--- config.mk ---
export PLATFORM = sky130hd
export DESIGN_NAME = flash_self_program_control
export DESIGN_NICKNAME = d
export VERILOG_FILES = /design/src/design/flash_self_program_pkg.sv /design/src/design/unlock_key_sequencer.sv /design/src/design/flash_self_program_control.sv
export VERILOG_INCLUDE_DIRS = /design/src /design/src/design
export SDC_FILE = /design/constraint.sdc
export NUM_CORES = 1
export LEC_CHECK = 0
export CAP_MARGIN = 25
export CORE_UTILIZATION = 55
export CTS_CLUSTER_DIAMETER = 40
export DETAILED_ROUTE_END_ITERATION = 10
export DONT_BUFFER_PORTS = 1
export HOLD_SLACK_MARGIN = 0.06
export PLACE_DENSITY = 0.8
export SYNTH_ARGS = -nofsm -noshare
export SYNTH_HDL_FRONTEND = slang
export SYNTH_SLANG_ARGS = --single-unit
--- constraint.sdc ---
create_clock -name clk_sys_i -period 2.6 [get_ports clk_sys_i]
set_input_delay 0.13 -clock clk_sys_i [delete_from_list [all_inputs] [get_ports clk_sys_i]]
set_output_delay 0.13 -clock clk_sys_i [all_outputs]
set_load 0.01 [all_outputs]
--- src/design/flash_self_program_regs.svh ---
// register offsets, field positions, key values and reset values of the flash control block
// Operation
// - upper data word is 16-bit read/write, resets to ones; high byte fourth, low third.
// - data flash writes ignore lower high byte and whole upper word.
// - segment value picks program memory or data flash; software sets it first.
// - data flash writes run in background; software polls the writing flag.
// - erase control register is write-only and always reads as zero.
// - erase control bit 1 starts sector erase, bit 0 block erase; zero means nothing.
// - one operation is permitted only after first key then second key is written.
// - the unlock is used up by one operation; repeat the keys each time.
// - other activity between the two key writes leaves the partial key intact.
// - any value but the second key after the first key discards the first key.
// - key register is write-only and exists only to guard against stray operations.
// - permit bit enables operations, locked on low-speed clock, stays set after them.
// - read-only status shows data-area writing at bit 1, clearing at bit 0, reset zero.
// - program memory operations stall the cpu, so status cannot be read then.
`ifndef FLASH_SELF_PROGRAM_REGS_SVH
`define FLASH_SELF_PROGRAM_REGS_SVH

`define ADDR_DATA_LOWER    8'h00
`define ADDR_DATA_UPPER    8'h02
`define ADDR_SEGMENT       8'h04
`define ADDR_ERASE_CTRL    8'h06
`define ADDR_UNLOCK_KEY    8'h08
`define ADDR_PERMIT        8'h0A
`define ADDR_STATUS        8'h0C

`define DATA_RESET         16'hFFFF
`define DATA_BYTE_RESET    8'hFF
`define SEGMENT_RESET      8'h00
`define DATA_FLASH_SEGMENT 8'h1F

`define KEY_FIRST          8'hFA
`define KEY_SECOND         8'hF5

`define ERASE_BLOCK_BIT    0
`define ERASE_SECTOR_BIT   1
`define STATUS_CLEAR_BIT   0
`define STATUS_WRITE_BIT   1
`define PERMIT_BIT         0

`endif

--- src/design/flash_self_program_pkg.sv ---
// types shared by the flash self-programming control block
package flash_self_program_pkg;

  typedef enum logic [1:0] {
    key_idle,
    key_first_seen,
    key_open
  } key_state_t;

  typedef enum logic [2:0] {
    op_none,
    op_program_word,
    op_program_byte,
    op_erase_block,
    op_erase_sector
  } flash_op_t;

endpackage : flash_self_program_pkg

--- src/design/unlock_key_sequencer.sv ---
// two-write key sequencer that permits exactly one flash operation
`timescale 1ns/100ps
`include "flash_self_program_regs.svh"

module unlock_key_sequencer (
  // clock and reset
  input  wire logic       clk_sys_i,
  input  wire logic       reset_i,
  // key writes and consumption
  input  wire logic       key_write_i,
  input  wire logic [7:0] key_data_i,
  input  wire logic       consume_i,
  // unlock state
  output logic            unlocked_o
);

  flash_self_program_pkg::key_state_t state;

  // only key writes and consumption move the state; anything else holds it
  always_ff @(posedge clk_sys_i) begin
    if (reset_i) begin
      state <= flash_self_program_pkg::key_idle;
    end else if (consume_i) begin
      state <= flash_self_program_pkg::key_idle;
    end else if (key_write_i) begin
      case (state)
        flash_self_program_pkg::key_idle: begin
          if (key_data_i == `KEY_FIRST) begin
            state <= flash_self_program_pkg::key_first_seen;
          end
        end
        flash_self_program_pkg::key_first_seen: begin
          if (key_data_i == `KEY_SECOND) begin
            state <= flash_self_program_pkg::key_open;
          end else begin
            state <= flash_self_program_pkg::key_idle;
          end
        end
        flash_self_program_pkg::key_open: begin
          // a fresh first key restarts; other values leave the unlock standing
          if (key_data_i == `KEY_FIRST) begin
            state <= flash_self_program_pkg::key_first_seen;
          end
        end
        default: begin
          state <= flash_self_program_pkg::key_idle;
        end
      endcase
    end
  end

  assign unlocked_o = (state == flash_self_program_pkg::key_open);

endmodule : unlock_key_sequencer

--- src/design/flash_self_program_control.sv ---
// register file and operation launcher for flash self-programming
`timescale 1ns/100ps
`include "flash_self_program_regs.svh"

module flash_self_program_control (
  // clock and reset
  input  wire logic        clk_sys_i,
  input  wire logic        reset_i,
  // register port
  input  wire logic [7:0]  reg_addr_i,
  input  wire logic [15:0] reg_wdata_i,
  input  wire logic [1:0]  reg_byte_en_i,
  input  wire logic        reg_write_i,
  input  wire logic        reg_read_i,
  output logic [15:0]      reg_rdata_o,
  // system state
  input  wire logic        low_speed_clock_i,
  // flash array controller
  output logic             flash_op_start_o,
  output logic [2:0]       flash_op_kind_o,
  output logic [31:0]      flash_op_data_o,
  output logic [7:0]       flash_op_segment_o,
  input  wire logic        flash_op_done_i,
  // cpu control
  output logic             cpu_stall_o
);

  // ---------------------------------------------------------------
  // register state
  // ---------------------------------------------------------------
  logic [7:0]  program_data_first_byte;
  logic [7:0]  program_data_second_byte;
  logic [7:0]  program_data_third_byte;
  logic [7:0]  program_data_fourth_byte;
  logic [15:0] program_data_lower_word;
  logic [15:0] program_data_upper_word;
  logic [7:0]  target_segment_select;
  logic        self_update_permit_bit;
  logic        data_area_writing_flag;
  logic        data_area_clearing_flag;
  logic        program_memory_busy;
  logic [1:0]  nv_progress_status;
  logic [7:0]  self_update_permit_reg;

  // ---------------------------------------------------------------
  // access decode
  // ---------------------------------------------------------------
  logic wr_lower;
  logic wr_upper;
  logic wr_segment;
  logic wr_erase;
  logic wr_key;
  logic wr_permit;
  logic wr_first_byte;
  logic wr_second_byte;
  logic wr_third_byte;
  logic wr_fourth_byte;
  logic lo_lane;
  logic hi_lane;

  assign lo_lane    = reg_byte_en_i[0];
  assign hi_lane    = reg_byte_en_i[1];
  assign wr_lower   = reg_write_i && (reg_addr_i == `ADDR_DATA_LOWER);
  assign wr_upper   = reg_write_i && (reg_addr_i == `ADDR_DATA_UPPER);
  assign wr_segment = reg_write_i && (reg_addr_i == `ADDR_SEGMENT) && lo_lane;
  assign wr_erase   = reg_write_i && (reg_addr_i == `ADDR_ERASE_CTRL) && lo_lane;
  assign wr_key     = reg_write_i && (reg_addr_i == `ADDR_UNLOCK_KEY) && lo_lane;
  assign wr_permit  = reg_write_i && (reg_addr_i == `ADDR_PERMIT) && lo_lane;
  assign wr_first_byte  = wr_lower && lo_lane;
  assign wr_second_byte = wr_lower && hi_lane;
  assign wr_third_byte  = wr_upper && lo_lane;
  assign wr_fourth_byte = wr_upper && hi_lane;

  // ---------------------------------------------------------------
  // target selection
  // ---------------------------------------------------------------
  logic data_flash_target;

  assign data_flash_target = (target_segment_select == `DATA_FLASH_SEGMENT);

  // ---------------------------------------------------------------
  // unlock and permission
  // ---------------------------------------------------------------
  logic unlocked;
  logic busy;
  logic op_allowed;
  logic launch;

  assign busy       = program_memory_busy || data_area_writing_flag || data_area_clearing_flag;
  // a request while busy is dropped and leaves the unlock for the next try
  assign op_allowed = unlocked && self_update_permit_bit && !busy;

  unlock_key_sequencer u_key (
    .clk_sys_i  (clk_sys_i),
    .reset_i    (reset_i),
    .key_write_i(wr_key),
    .key_data_i (reg_wdata_i[7:0]),
    .consume_i  (launch),
    .unlocked_o (unlocked)
  );

  // ---------------------------------------------------------------
  // request detection
  // ---------------------------------------------------------------
  logic req_program_word;
  logic req_program_byte;
  logic req_erase_block;
  logic req_erase_sector;
  flash_self_program_pkg::flash_op_t next_kind;

  // program memory starts on the fourth byte landing
  assign req_program_word = wr_upper && hi_lane && !data_flash_target;
  // data flash starts on the first byte landing
  assign req_program_byte = wr_lower && lo_lane && data_flash_target;

  // both trigger bits at once is not a defined code, so it does nothing
  assign req_erase_block  = wr_erase && reg_wdata_i[`ERASE_BLOCK_BIT]
                            && !reg_wdata_i[`ERASE_SECTOR_BIT];
  assign req_erase_sector = wr_erase && reg_wdata_i[`ERASE_SECTOR_BIT]
                            && !reg_wdata_i[`ERASE_BLOCK_BIT];

  always_comb begin
    if (req_program_word) begin
      next_kind = flash_self_program_pkg::op_program_word;
    end else if (req_program_byte) begin
      next_kind = flash_self_program_pkg::op_program_byte;
    end else if (req_erase_block) begin
      next_kind = flash_self_program_pkg::op_erase_block;
    end else if (req_erase_sector) begin
      next_kind = flash_self_program_pkg::op_erase_sector;
    end else begin
      next_kind = flash_self_program_pkg::op_none;
    end
  end

  assign launch = op_allowed && (next_kind != flash_self_program_pkg::op_none);

  // ---------------------------------------------------------------
  // data registers
  // ---------------------------------------------------------------
  // one register per byte lane, so a byte write leaves its neighbour alone
  always_ff @(posedge clk_sys_i) begin
    if (reset_i) begin
      program_data_first_byte <= `DATA_BYTE_RESET;
    end else if (wr_first_byte) begin
      program_data_first_byte <= reg_wdata_i[7:0];
    end
  end

  always_ff @(posedge clk_sys_i) begin
    if (reset_i) begin
      program_data_second_byte <= `DATA_BYTE_RESET;
    end else if (wr_second_byte) begin
      program_data_second_byte <= reg_wdata_i[15:8];
    end
  end

  always_ff @(posedge clk_sys_i) begin
    if (reset_i) begin
      program_data_third_byte <= `DATA_BYTE_RESET;
    end else if (wr_third_byte) begin
      program_data_third_byte <= reg_wdata_i[7:0];
    end
  end

  always_ff @(posedge clk_sys_i) begin
    if (reset_i) begin
      program_data_fourth_byte <= `DATA_BYTE_RESET;
    end else if (wr_fourth_byte) begin
      program_data_fourth_byte <= reg_wdata_i[15:8];
    end
  end

  assign program_data_lower_word = {program_data_second_byte, program_data_first_byte};
  assign program_data_upper_word = {program_data_fourth_byte, program_data_third_byte};

  always_ff @(posedge clk_sys_i) begin
    if (reset_i) begin
      target_segment_select <= `SEGMENT_RESET;
    end else if (wr_segment) begin
      target_segment_select <= reg_wdata_i[7:0];
    end
  end

  // ---------------------------------------------------------------
  // permit bit
  // ---------------------------------------------------------------
  // held through completed operations; only a software write or reset clears it
  always_ff @(posedge clk_sys_i) begin
    if (reset_i) begin
      self_update_permit_bit <= 1'b0;
    end else if (wr_permit && !low_speed_clock_i) begin
      self_update_permit_bit <= reg_wdata_i[`PERMIT_BIT];
    end
  end

  // ---------------------------------------------------------------
  // operation launch to the array controller
  // ---------------------------------------------------------------
  // the word being written is merged in, so the launch sees this cycle's bytes
  logic [31:0] next_op_data;

  always_comb begin
    next_op_data = {program_data_upper_word, program_data_lower_word};
    if (next_kind == flash_self_program_pkg::op_program_word) begin
      next_op_data[31:24] = reg_wdata_i[15:8];
      if (lo_lane) begin
        next_op_data[23:16] = reg_wdata_i[7:0];
      end
    end else if (next_kind == flash_self_program_pkg::op_program_byte) begin
      // only the first byte carries; the rest is sent as erased ones
      next_op_data = {24'hFFFFFF, reg_wdata_i[7:0]};
    end
  end

  always_ff @(posedge clk_sys_i) begin
    if (reset_i) begin
      flash_op_start_o <= 1'b0;
    end else begin
      flash_op_start_o <= launch;
    end
  end

  // held until the next launch, so the array may sample them at leisure
  always_ff @(posedge clk_sys_i) begin
    if (reset_i) begin
      flash_op_kind_o <= 3'h0;
    end else if (launch) begin
      flash_op_kind_o <= next_kind;
    end
  end

  always_ff @(posedge clk_sys_i) begin
    if (reset_i) begin
      flash_op_data_o <= 32'hFFFFFFFF;
    end else if (launch) begin
      flash_op_data_o <= next_op_data;
    end
  end

  always_ff @(posedge clk_sys_i) begin
    if (reset_i) begin
      flash_op_segment_o <= 8'h00;
    end else if (launch) begin
      flash_op_segment_o <= target_segment_select;
    end
  end

  // ---------------------------------------------------------------
  // progress tracking
  // ---------------------------------------------------------------
  logic launch_program_memory;
  logic launch_data_write;
  logic launch_data_erase;

  assign launch_program_memory = launch && !data_flash_target;
  assign launch_data_write     = launch && data_flash_target
                                 && (next_kind == flash_self_program_pkg::op_program_byte);
  assign launch_data_erase     = launch && data_flash_target
                                 && (next_kind != flash_self_program_pkg::op_program_byte);

  // launch and done cannot collide: launch needs an idle block
  always_ff @(posedge clk_sys_i) begin
    if (reset_i) begin
      program_memory_busy <= 1'b0;
    end else if (launch_program_memory) begin
      program_memory_busy <= 1'b1;
    end else if (flash_op_done_i) begin
      program_memory_busy <= 1'b0;
    end
  end

  always_ff @(posedge clk_sys_i) begin
    if (reset_i) begin
      data_area_writing_flag <= 1'b0;
    end else if (launch_data_write) begin
      data_area_writing_flag <= 1'b1;
    end else if (flash_op_done_i) begin
      data_area_writing_flag <= 1'b0;
    end
  end

  always_ff @(posedge clk_sys_i) begin
    if (reset_i) begin
      data_area_clearing_flag <= 1'b0;
    end else if (launch_data_erase) begin
      data_area_clearing_flag <= 1'b1;
    end else if (flash_op_done_i) begin
      data_area_clearing_flag <= 1'b0;
    end
  end

  // the stall rises with a program memory launch pulse and drops with completion
  assign cpu_stall_o = program_memory_busy;

  // ---------------------------------------------------------------
  // read path
  // ---------------------------------------------------------------
  logic [15:0] next_rdata;

  // spare bits of both views read as zero
  assign nv_progress_status     = {data_area_writing_flag, data_area_clearing_flag};
  assign self_update_permit_reg = {7'h00, self_update_permit_bit};

  always_comb begin
    next_rdata = 16'h0000;
    case (reg_addr_i)
      `ADDR_DATA_LOWER: begin
        next_rdata = program_data_lower_word;
      end
      `ADDR_DATA_UPPER: begin
        next_rdata = program_data_upper_word;
      end
      `ADDR_SEGMENT: begin
        next_rdata = {8'h00, target_segment_select};
      end
      `ADDR_ERASE_CTRL: begin
        next_rdata = 16'h0000;
      end
      `ADDR_UNLOCK_KEY: begin
        next_rdata = 16'h0000;
      end
      `ADDR_PERMIT: begin
        next_rdata = {8'h00, self_update_permit_reg};
      end
      `ADDR_STATUS: begin
        next_rdata = {14'h0000, nv_progress_status};
      end
      default: begin
        next_rdata = 16'h0000;
      end
    endcase
  end

  // data stand only in the cycle after the read strobe
  always_ff @(posedge clk_sys_i) begin
    if (reset_i) begin
      reg_rdata_o <= 16'h0000;
    end else if (reg_read_i) begin
      reg_rdata_o <= next_rdata;
    end else begin
      reg_rdata_o <= 16'h0000;
    end
  end

endmodule : flash_self_program_control

==> flow_summary.toml, run 1 <==
[critical_path]
rrSetupSlack_ns = 0.24
reg2reg_from = "target_segment_select[3]"
crit_fanout = 32
worstPathRequired_ns = 2.89
worst-r2r-cell-count = 6
path_class = "flop to flop"
worstPathArrival_ns = 2.65
cp-start-kind = "flop"
end_kind = "flop"
r2r-end = "flash_op_data_o[31]"

[placed_design]
port_buffers = 0
pre_cts_ws_ns = 0.311
gp_congestion = 0.946
hpwl_mm = 7.60

[detailed_routing]
drc = 0
dr.pass1.iters = 5
wirelength_mm = 11.3
via_per_inst = 6.35
via_count = 3535
wl_per_cell_um = 20.2
ant_nets = 0
drtIter0Drc = 294

[yosys]
syn_area_um2 = 4250
ys.warnings.count = 0
synth_flop_cell = "dfxtp_1"
synth-seq-area-share_pct = 49.9
postSynthCellCount = 433
yosysUniqueCellTypes = 48
synth_nets = 465
synth_edf_count = 0
syn_area_per_cell_um2 = 9.82
synth.ff_latch_count = 106
synthArstFlopShare_pct = 0

[floorplan]
die_w_um = 89.9
fp.dieH_um = 89.9
initial_core_util_pct = 57.7
ios = 93
rows = 31
die_area_um2 = 8090
core_um2 = 7370

[pwr]
p_per_area_nw_per_um2 = 559
power.leakage_nw = 1.88
ir_drop_mv = 0.413

[cts]
ctsRootBufferMaster = "clkbuf_8"
clk_pin_slew_ns = 0.10
htree_levels = 3
cts_num_sinks = 106
cts_buffer_depth = 2
cts_buffers = 9
clk_latency_ns = 0.36
postCtsHoldBufs = 23
cts_tree = "done"
post_cts_resized = 0
postCtsSetupBuffers = 0

[layout]
layout-drive-gt1-share_pct = 10.5
areaGrowthSynthToFinish_pct = 11.9
num_antenna_cells = 0
final.fill_count = 579
final_nets = 485

[sta]
maxSlewViolCount = 0
max_slew_margin_pct = 48.0
fmax_mhz = 424
fin_ws_ns = 0.242
skew_ns = 0.0103
setup_viol = 0
rsz0062_at_grt = "no"
tightest_slew_ns = 0.780
min_period_ns = 2.36
tns_ns = 0
hold_violations = 0
min_period_over_period_pct = 90.7

[hold_path]
min-delay-start = "reg_wdata_i[7]"
hold_depth = 3
hold_end = "u_key.state[1]"
min-delay-path-class = "input pin to flop"

[outcome]
outcome = "finished clean"

[run]
maxCapViolations = 0

[grt]
overflow = 0
grt_max_degree = 35
grtUsageTotal_pct = 27.7
antenna_found_initial = 0
grt_pass1_wl_mm = 17.7
grt_pass1_vias = 3369
-- per-layer routing --
layer	wire, um	global-route usage [%]	vias to the layer above
met3	1230	9.39	21
met1	4760	36.5	1705
li1	-	-	1618
met4	141	9.95	0
met5	0	0	-
met2	5120	42.4	191
-- registers in the layout (all words and copies together), names as in the netlist --
register	count
flash_op_data_o	32
reg_rdata_o	16
flash_op_segment_o	8
program_data_first_byte	8
program_data_fourth_byte	8
program_data_second_byte	8
program_data_third_byte	8
target_segment_select	8
flash_op_kind_o	3
u_key.state	2
cpu_stall_o	1
data_area_clearing_flag	1
data_area_writing_flag	1
flash_op_start_o	1
self_update_permit_bit	1
-- worst max-delay path by stage --
stage / slack, ns / from / end / depth (start not counted)
3_5_place_dp: 0.31 / reg_addr_i[5] / flash_op_data_o[11] / 5
5_1_grt: 0.20 / target_segment_select[3] / flash_op_data_o[13] / 6
2_1_floorplan: 0.38 / reg_addr_i[3] / flash_op_kind_o[2] / 8
3_3_place_gp: 0.38 / reg_addr_i[5] / flash_op_data_o[13] / 5
4_1_cts: 0.34 / target_segment_select[3] / flash_op_data_o[11] / 6
6_report: 0.24 / target_segment_select[3] / flash_op_data_o[31] / 6
-- worst max-delay path, stage by stage, from the launching register on --
cell,delay [ns]
dfxtp_1,0.39
nor4bb_1,0.50
and2_1,0.35
nand3_1,0.26
a31oi_4,0.35
buf_12,0.22
a2bb2oi_1,0.20
-- per-stage QoR --
step,power [mW],cell area (um2),hold WS (ns),cells,util [%]
2_1_floorplan,1.73,4250,0.199,433,-
3_3_place_gp,1.73,4360,0.201,518,59.1
3_5_place_dp,1.73,4360,0.204,518,59.1
4_1_cts,2.65,4760,0.104,557,64.6
5_1_grt,2.72,4760,0.119,557,64.6
6_report,2.66,4760,0.111,557,64.6
-- kinds of logic after synthesis --
kind of cell           synth area share (%)
and+or+nand+nor                        17.5
DFF                                    49.9
AOI/OAI and AO/OA                      18.7
muxes                                  10.6
buffers and inverters                  3.29
-- cells in the mapped netlist (2+ instances only) --
| cell | count | share of area [%] |
|---|---|---|
| o22a_1 | 8 | 1.6 |
| a21oi_1 | 27 | 3.2 |
| dfxtp_1 | 106 | 50 |
| a22o_1 | 9 | 1.9 |
| a21oi_2 | 2 | 0.41 |
| nor4b_1 | 2 | 0.41 |
| and3_1 | 3 | 0.44 |
| a22oi_1 | 14 | 2.5 |
| o2bb2ai_1 | 2 | 0.41 |
| nand2_1 | 58 | 5.1 |
| and2_1 | 3 | 0.44 |
| or3_4 | 2 | 0.53 |
| nor4_1 | 2 | 0.29 |
| or4_1 | 3 | 0.53 |
| o21ai_0 | 8 | 0.94 |
| nor2_1 | 30 | 2.6 |
| nand2b_1 | 7 | 1.0 |
| nand4_1 | 2 | 0.29 |
| a31o_2 | 2 | 0.41 |
| nand3_1 | 22 | 2.6 |
| a2bb2oi_1 | 24 | 4.9 |
| or4b_2 | 2 | 0.47 |
| clkbuf_1 | 14 | 1.2 |
| buf_4 | 4 | 0.71 |
| a2111oi_2 | 2 | 0.71 |
| buf_2 | 7 | 0.82 |
| or4_4 | 2 | 0.53 |
| inv_1 | 2 | 0.18 |
| mux2i_1 | 45 | 11 |
-- where the power goes --
part | switching [mW] | leakage, nW | internal [mW]
registers | 0.000463 | 0.856 | 1.62
clock network | 0.563 | 0.0839 | 0.355
logic | 0.0670 | 0.940 | 0.0498
total | 0.630 | 1.88 | 2.03
-- cells in the final DEF (no fill, tap or decap), types with 2 or more instances in the layout --
| cell | Yosys | final |
|---|---|---|
| a2bb2oi_1 | 24 | 24 |
| o22a_1 | 8 | 8 |
| or4_4 | 2 | 2 |
| nor4_1 | 2 | 2 |
| or4b_2 | 2 | 2 |
| a22oi_1 | 14 | 14 |
| clkinv_4 | 0 | 2 |
| and2_1 | 3 | 3 |
| a22o_1 | 9 | 9 |
| nand2_1 | 58 | 58 |
| dfxtp_1 | 106 | 106 |
| o21ai_0 | 8 | 8 |
| mux2i_1 | 45 | 45 |
| a21oi_1 | 27 | 27 |
| and3_1 | 3 | 3 |
| a2111oi_2 | 2 | 2 |
| nand4_1 | 2 | 2 |
| a21oi_2 | 2 | 2 |
| inv_1 | 2 | 2 |
| nand3_1 | 22 | 22 |
| o2bb2ai_1 | 2 | 2 |
| a31o_2 | 2 | 2 |
| dlygate4sd3_1 | 0 | 23 |
| clkbuf_8 | 0 | 9 |
| clkbuf_1 | 14 | 2 |
| nand2b_1 | 7 | 7 |
| or4_1 | 3 | 3 |
| buf_4 | 4 | 11 |
| or3_4 | 2 | 2 |
| nor2_1 | 30 | 30 |
-- layout make-up --
type | instances | area [um2] | share of cell area, %
Clock buffer | 11 | 131 | 2.76
Inverter | 3 | 11.3 | 0.237
Sequential cell | 106 | 2120 | 44.6
Clock inverter | 5 | 38.8 | 0.815
Tap cell | 99 | 124 | 2.60
Multi-Input combinational cell | 298 | 2000 | 42.0
Timing Repair Buffer | 35 | 333 | 7.00
(Power assumes the default switching activity.)
==> run 2: changes to the inputs <==
Settings changed: PLACE_DENSITY 0.8 to 0.67, SKIP_LAST_GASP from default to 1.
==> run 2 against run 1 <==
  * Wire length fell by 0.54%
  * Die area did not move
  * Register-to-register slack improved by 0.02 ns
  * First-iteration DRC count is 17% higher
  * Largest power group unchanged
  * Setup slack gained 0.025 ns
  * Combinational power barely moved
  * Worst hold slack got worse by 0.015 ns
  * Cell count fell by 0.54%
  * Highest routed layer unchanged
  * Critical endpoint is now flash_op_data_o[14]
  * Sequential share of layout area increased by 0.24 points
==> flow_summary.toml, run 2 (synthesized netlist as in run 1, its figures left out) <==
[pwr]
p_per_area_nw_per_um2 = 567
ir_drop_mv = 0.381
p_int_mw = 2.06
clkPwrFrac_pct = 35.2
switchingPower_uw = 619
switching_share_pct = 23.1
power_frac_seq_pct = 60.5
power.leakage_nw = 1.88
p_comb_share_pct = 4.3

[sta]
skew_ns = 0.00904
tightest_slew_ns = 0.616
tns_ns = 0
setup_viol = 0
max_slew_margin_pct = 58.8
min_period_over_period_pct = 89.7
min_period_ns = 2.33
hold_violations = 0
fmax_mhz = 429
maxSlewViolCount = 0
rsz0062_at_grt = "no"

[layout]
final_cell_mix = "dfxtp_1, nand2_1, mux2i_1"
layout-drive-gt1-share_pct = 11.2
mostFrequentLayoutCell = "dfxtp_1"
num_antenna_cells = 0
regMostFlops = "flash_op_data_o"
largest_reg_flops = 32
reg_top3 = "flash_op_data_o x32, reg_rdata_o x16"
areaGrowthSynthToFinish_pct = 11.3
final_util_pct = 64.2
final_nets = 484

[critical_path]
worstPathRequired_ns = 2.86
crit_fanout = 8
end_kind = "flop"
path_class = "flop to flop"
worstPathArrival_ns = 2.59
cp-start-kind = "flop"

[floorplan]
die_area_um2 = 8090
ios = 93
die_w_um = 89.9
rows = 31
fp.dieH_um = 89.9
core_um2 = 7370
initial_core_util_pct = 57.7

[run]
maxCapViolations = 0

[grt]
grt_pass1_vias = 3313
grtUsageTotal_pct = 28.4
antenna_found_initial = 0
grt_pass1_wl_mm = 18.0
overflow = 0
grt_max_degree = 25

[cts]
clk_latency_ns = 0.36
post_cts_resized = 0
cts_tree = "done"
ctsRootBufferMaster = "clkbuf_8"
cts_buffers = 9
cts_buffer_depth = 2
clk_pin_slew_ns = 0.10
htree_levels = 3
postCtsSetupBuffers = 0
cts_num_sinks = 106

[placed_design]
hpwl_mm = 7.74
port_buffers = 0
gp_congestion = 0.916

[hold_path]
min-delay-path-class = "input pin to flop"

[detailed_routing]
drtIter0Drc = 345
via_per_inst = 6.24
ant_nets = 0
drc = 0
wl_per_cell_um = 20.2
via_count = 3458
dr.pass1.iters = 5
wirelength_mm = 11.2

[outcome]
outcome = "finished clean"
[run 2: power groups by stage]
stage | clock network, mW | registers (mW) | logic (mW)
6_report | 0.946 | 1.62 | 0.115
5_1_grt | 1.03 | 1.62 | 0.120
4_1_cts | 0.953 | 1.62 | 0.112
3_5_place_dp | 0 | 1.66 | 0.0716
3_3_place_gp | 0 | 1.66 | 0.0710
2_1_floorplan | 0 | 1.66 | 0.0669
[run 2: worst paths after layout]
kind	start	endpoint	slack (ns)	cells past startpoint
setup reg to reg	target_segment_select[3]	flash_op_data_o[14]	0.27	6
hold reg to reg	program_data_third_byte[4]	program_data_third_byte[4]	0.49	2
setup / recovery	target_segment_select[3]	flash_op_data_o[14]	0.27	6
hold / removal	reg_addr_i[2]	reg_rdata_o[0]	0.1	3
[run 2: critical path: stages (launching register included)]
cell	delay, ns
dfxtp_1	0.35
nor4bb_1	0.15
buf_4	0.16
a2111oi_2	0.56
a41oi_1	0.19
or3_1	0.57
o22a_1	0.24
[run 2: repair_timing]
| action | 4_1_cts | 5_1_grt |
|---|---|---|
| endpoints found under the setup margin | 0 | 0 |
| hold buffers | 19 | 0 |
| hold endpoints to repair | 69 | 0 |
[run 2: layout make-up]
| type | instances | area [um2] |
|---|---|---|
| multi-input cells | 298 | 2000 |
| well taps | 99 | 124 |
| flip-flops and latches | 106 | 2120 |
| fillers | 633 | 2640 |
| inverters | 3 | 11.3 |
| repair buffers | 34 | 303 |
| clock buffers | 11 | 151 |
| clock inverters | 3 | 23.8 |
[run 2: layer usage]
metal	track usage (%)	share of wire, %	wire, um
met1	41.2	47	5310
met2	41.0	43	4820
met3	8.63	8.2	920
met4	7.26	1.2	133
met5	0	0	0
[run 2: metrics by stage]
stage	total power, mW	cells	hold slack (ns)	setup WS (ns)	cell area, um2
after global routing	2.77	554	0.0909	0.182	4730
final	2.68	554	0.0958	0.267	4730
after global placement	1.73	521	0.201	0.241	4370
after CTS	2.69	554	0.0784	0.252	4730
after floorplan	1.73	433	0.199	0.381	4250
after detailed placement	1.73	521	0.202	0.186	4370
==> run 3: changes to the inputs <==
Settings changed: CORE_UTILIZATION 55 to 50, PLACE_DENSITY 0.67 to 0.62, SETUP_SLACK_MARGIN from default to 0.4.
==> run 3 against run 2 <==
  * Die area rose by 9.8%
  * Sequential share of layout area is 0.73 points lower
  * Combinational power about the same
  * Cell count rose by 1.6%
  * Total power is 0.37% lower
  * Register-to-register slack better by 0.21 ns
  * Worst hold slack worse by 0.015 ns
  * Fmax up 10%
  * Clock power fell by 1%
  * Final area up 1.7%
  * Critical endpoint is now flash_op_data_o[21]
  * Largest power group unchanged
==> flow_summary.toml, run 3 (synthesized netlist as in run 1, its figures left out) <==
[layout]
num_antenna_cells = 0
final.fill_count = 750
final_cell_mix = "dfxtp_1, nand2_1, mux2i_1"
mostFrequentLayoutCell = "dfxtp_1"
fin_area_um2 = 4810
largest_reg_flops = 32
areaGrowthSynthToFinish_pct = 13.2
layout-drive-gt1-share_pct = 12.7
reg_top3 = "flash_op_data_o x32, reg_rdata_o x16"
final_nets = 485
fin_cells = 563
regMostFlops = "flash_op_data_o"

[pwr]
power.leakage_nw = 1.90
p_per_area_nw_per_um2 = 555
ir_drop_mv = 0.312

[sta]
hold_violations = 0
fmax_mhz = 472
skew_ns = 0.0163
tightest_slew_ns = 0.637
max_slew_margin_pct = 57.4
fin_ws_ns = 0.480
rsz0062_at_grt = "no"
min_period_ns = 2.12
min_period_over_period_pct = 81.5
whs_ns = 0.0811
maxSlewViolCount = 0
setup_viol = 0
tns_ns = 0

[grt]
grt_pass1_wl_mm = 18.5
grtUsageTotal_pct = 27.6
grt_max_degree = 36
antenna_found_initial = 0
overflow = 0
grt_pass1_vias = 3412

[detailed_routing]
drtIter0Drc = 171
dr.pass1.iters = 5
wirelength_mm = 11.5
ant_nets = 0
via_per_inst = 6.12
drc = 0
wl_per_cell_um = 20.5
via_count = 3446

[critical_path]
path_class = "flop to flop"
worstPathRequired_ns = 2.85
end_kind = "flop"
cp-start-kind = "flop"
worstPathArrival_ns = 2.37
crit_fanout = 8

[outcome]
outcome = "finished clean"

[placed_design]
placed_area_um2 = 4400
hpwl_mm = 7.77
pre_cts_ws_ns = 0.245
gp_congestion = 0.896
port_buffers = 0
post-place-cells = 527

[hold_path]
min-delay-path-class = "input pin to flop"

[cts]
htree_levels = 3
cts_buffer_depth = 2
cts_buffers = 9
clk_latency_ns = 0.37
ctsRootBufferMaster = "clkbuf_8"
cts_tree = "done"
cts_num_sinks = 106
clk_pin_slew_ns = 0.11

[floorplan]
die_area_um2 = 8880
initial_core_util_pct = 51.8
die_w_um = 94.2
fp.dieH_um = 94.2
ios = 93
core_um2 = 8220
rows = 33

[run]
maxCapViolations = 0
[run 3: final timing paths]
check / cells past startpoint / start / slack [ns] / endpoint
max: 5 / target_segment_select[1] / 0.48 / flash_op_data_o[21]
min: 3 / reg_addr_i[2] / 0.08 / reg_rdata_o[0]
max reg2reg: 5 / target_segment_select[1] / 0.48 / flash_op_data_o[21]
min reg2reg: 2 / program_data_third_byte[6] / 0.49 / program_data_third_byte[6]
[run 3: report_power, final]
part           switching [mW]  internal [mW]  total [mW]
registers            0.000456           1.62        1.62
clock network           0.573          0.361       0.934
logic                  0.0678         0.0487       0.117
total                   0.641           2.03        2.67
[run 3: metrics by stage]
step | utilization, % | total power, mW
floorplan | - | 1.73
global placement | 53.5 | 1.74
global route | 58.6 | 2.77
finish | 58.6 | 2.67
detailed placement | 53.5 | 1.74
CTS | 58.4 | 2.70
[run 3: area by class of cell]
class / count / area [um2] / share of cell area (%)
clock inverters: 6 / 50.0 / 1.04
well taps: 105 / 131 / 2.73
repair buffers: 35 / 329 / 6.84
flip-flops and latches: 106 / 2120 / 44.1
clock buffers: 10 / 128 / 2.65
multi-input cells: 298 / 2040 / 42.4
inverters: 3 / 11.3 / 0.234
[run 3: what timing repair did]
action / 4_1_cts / 5_1_grt
endpoints found under the hold margin: 69 / 0
gates resized for setup: 2 / 5
hold buffers: 20 / 0
setup buffers: 0 / 0
endpoints found under the setup margin: 8 / 45
pin swaps: 0 / 2
cloned: 0 / 0
[run 3: critical path: stages (launching register included)]
cell and delay [ns]:
dfxtp_1 0.38, and4b_1 0.31, a2111oi_4 0.52, nand2_1 0.43, mux2i_1 0.29, a2bb2oi_1 0.09
[run 3: metal layers]
layer | GRT usage [%] | vias up | wire length, um
li1 | - | 1622 | -
met1 | 39.4 | 1646 | 5360
met3 | 7.36 | 24 | 1110
met4 | 9.62 | 0 | 228
met2 | 39.6 | 154 | 4850
met5 | 0 | - | 0
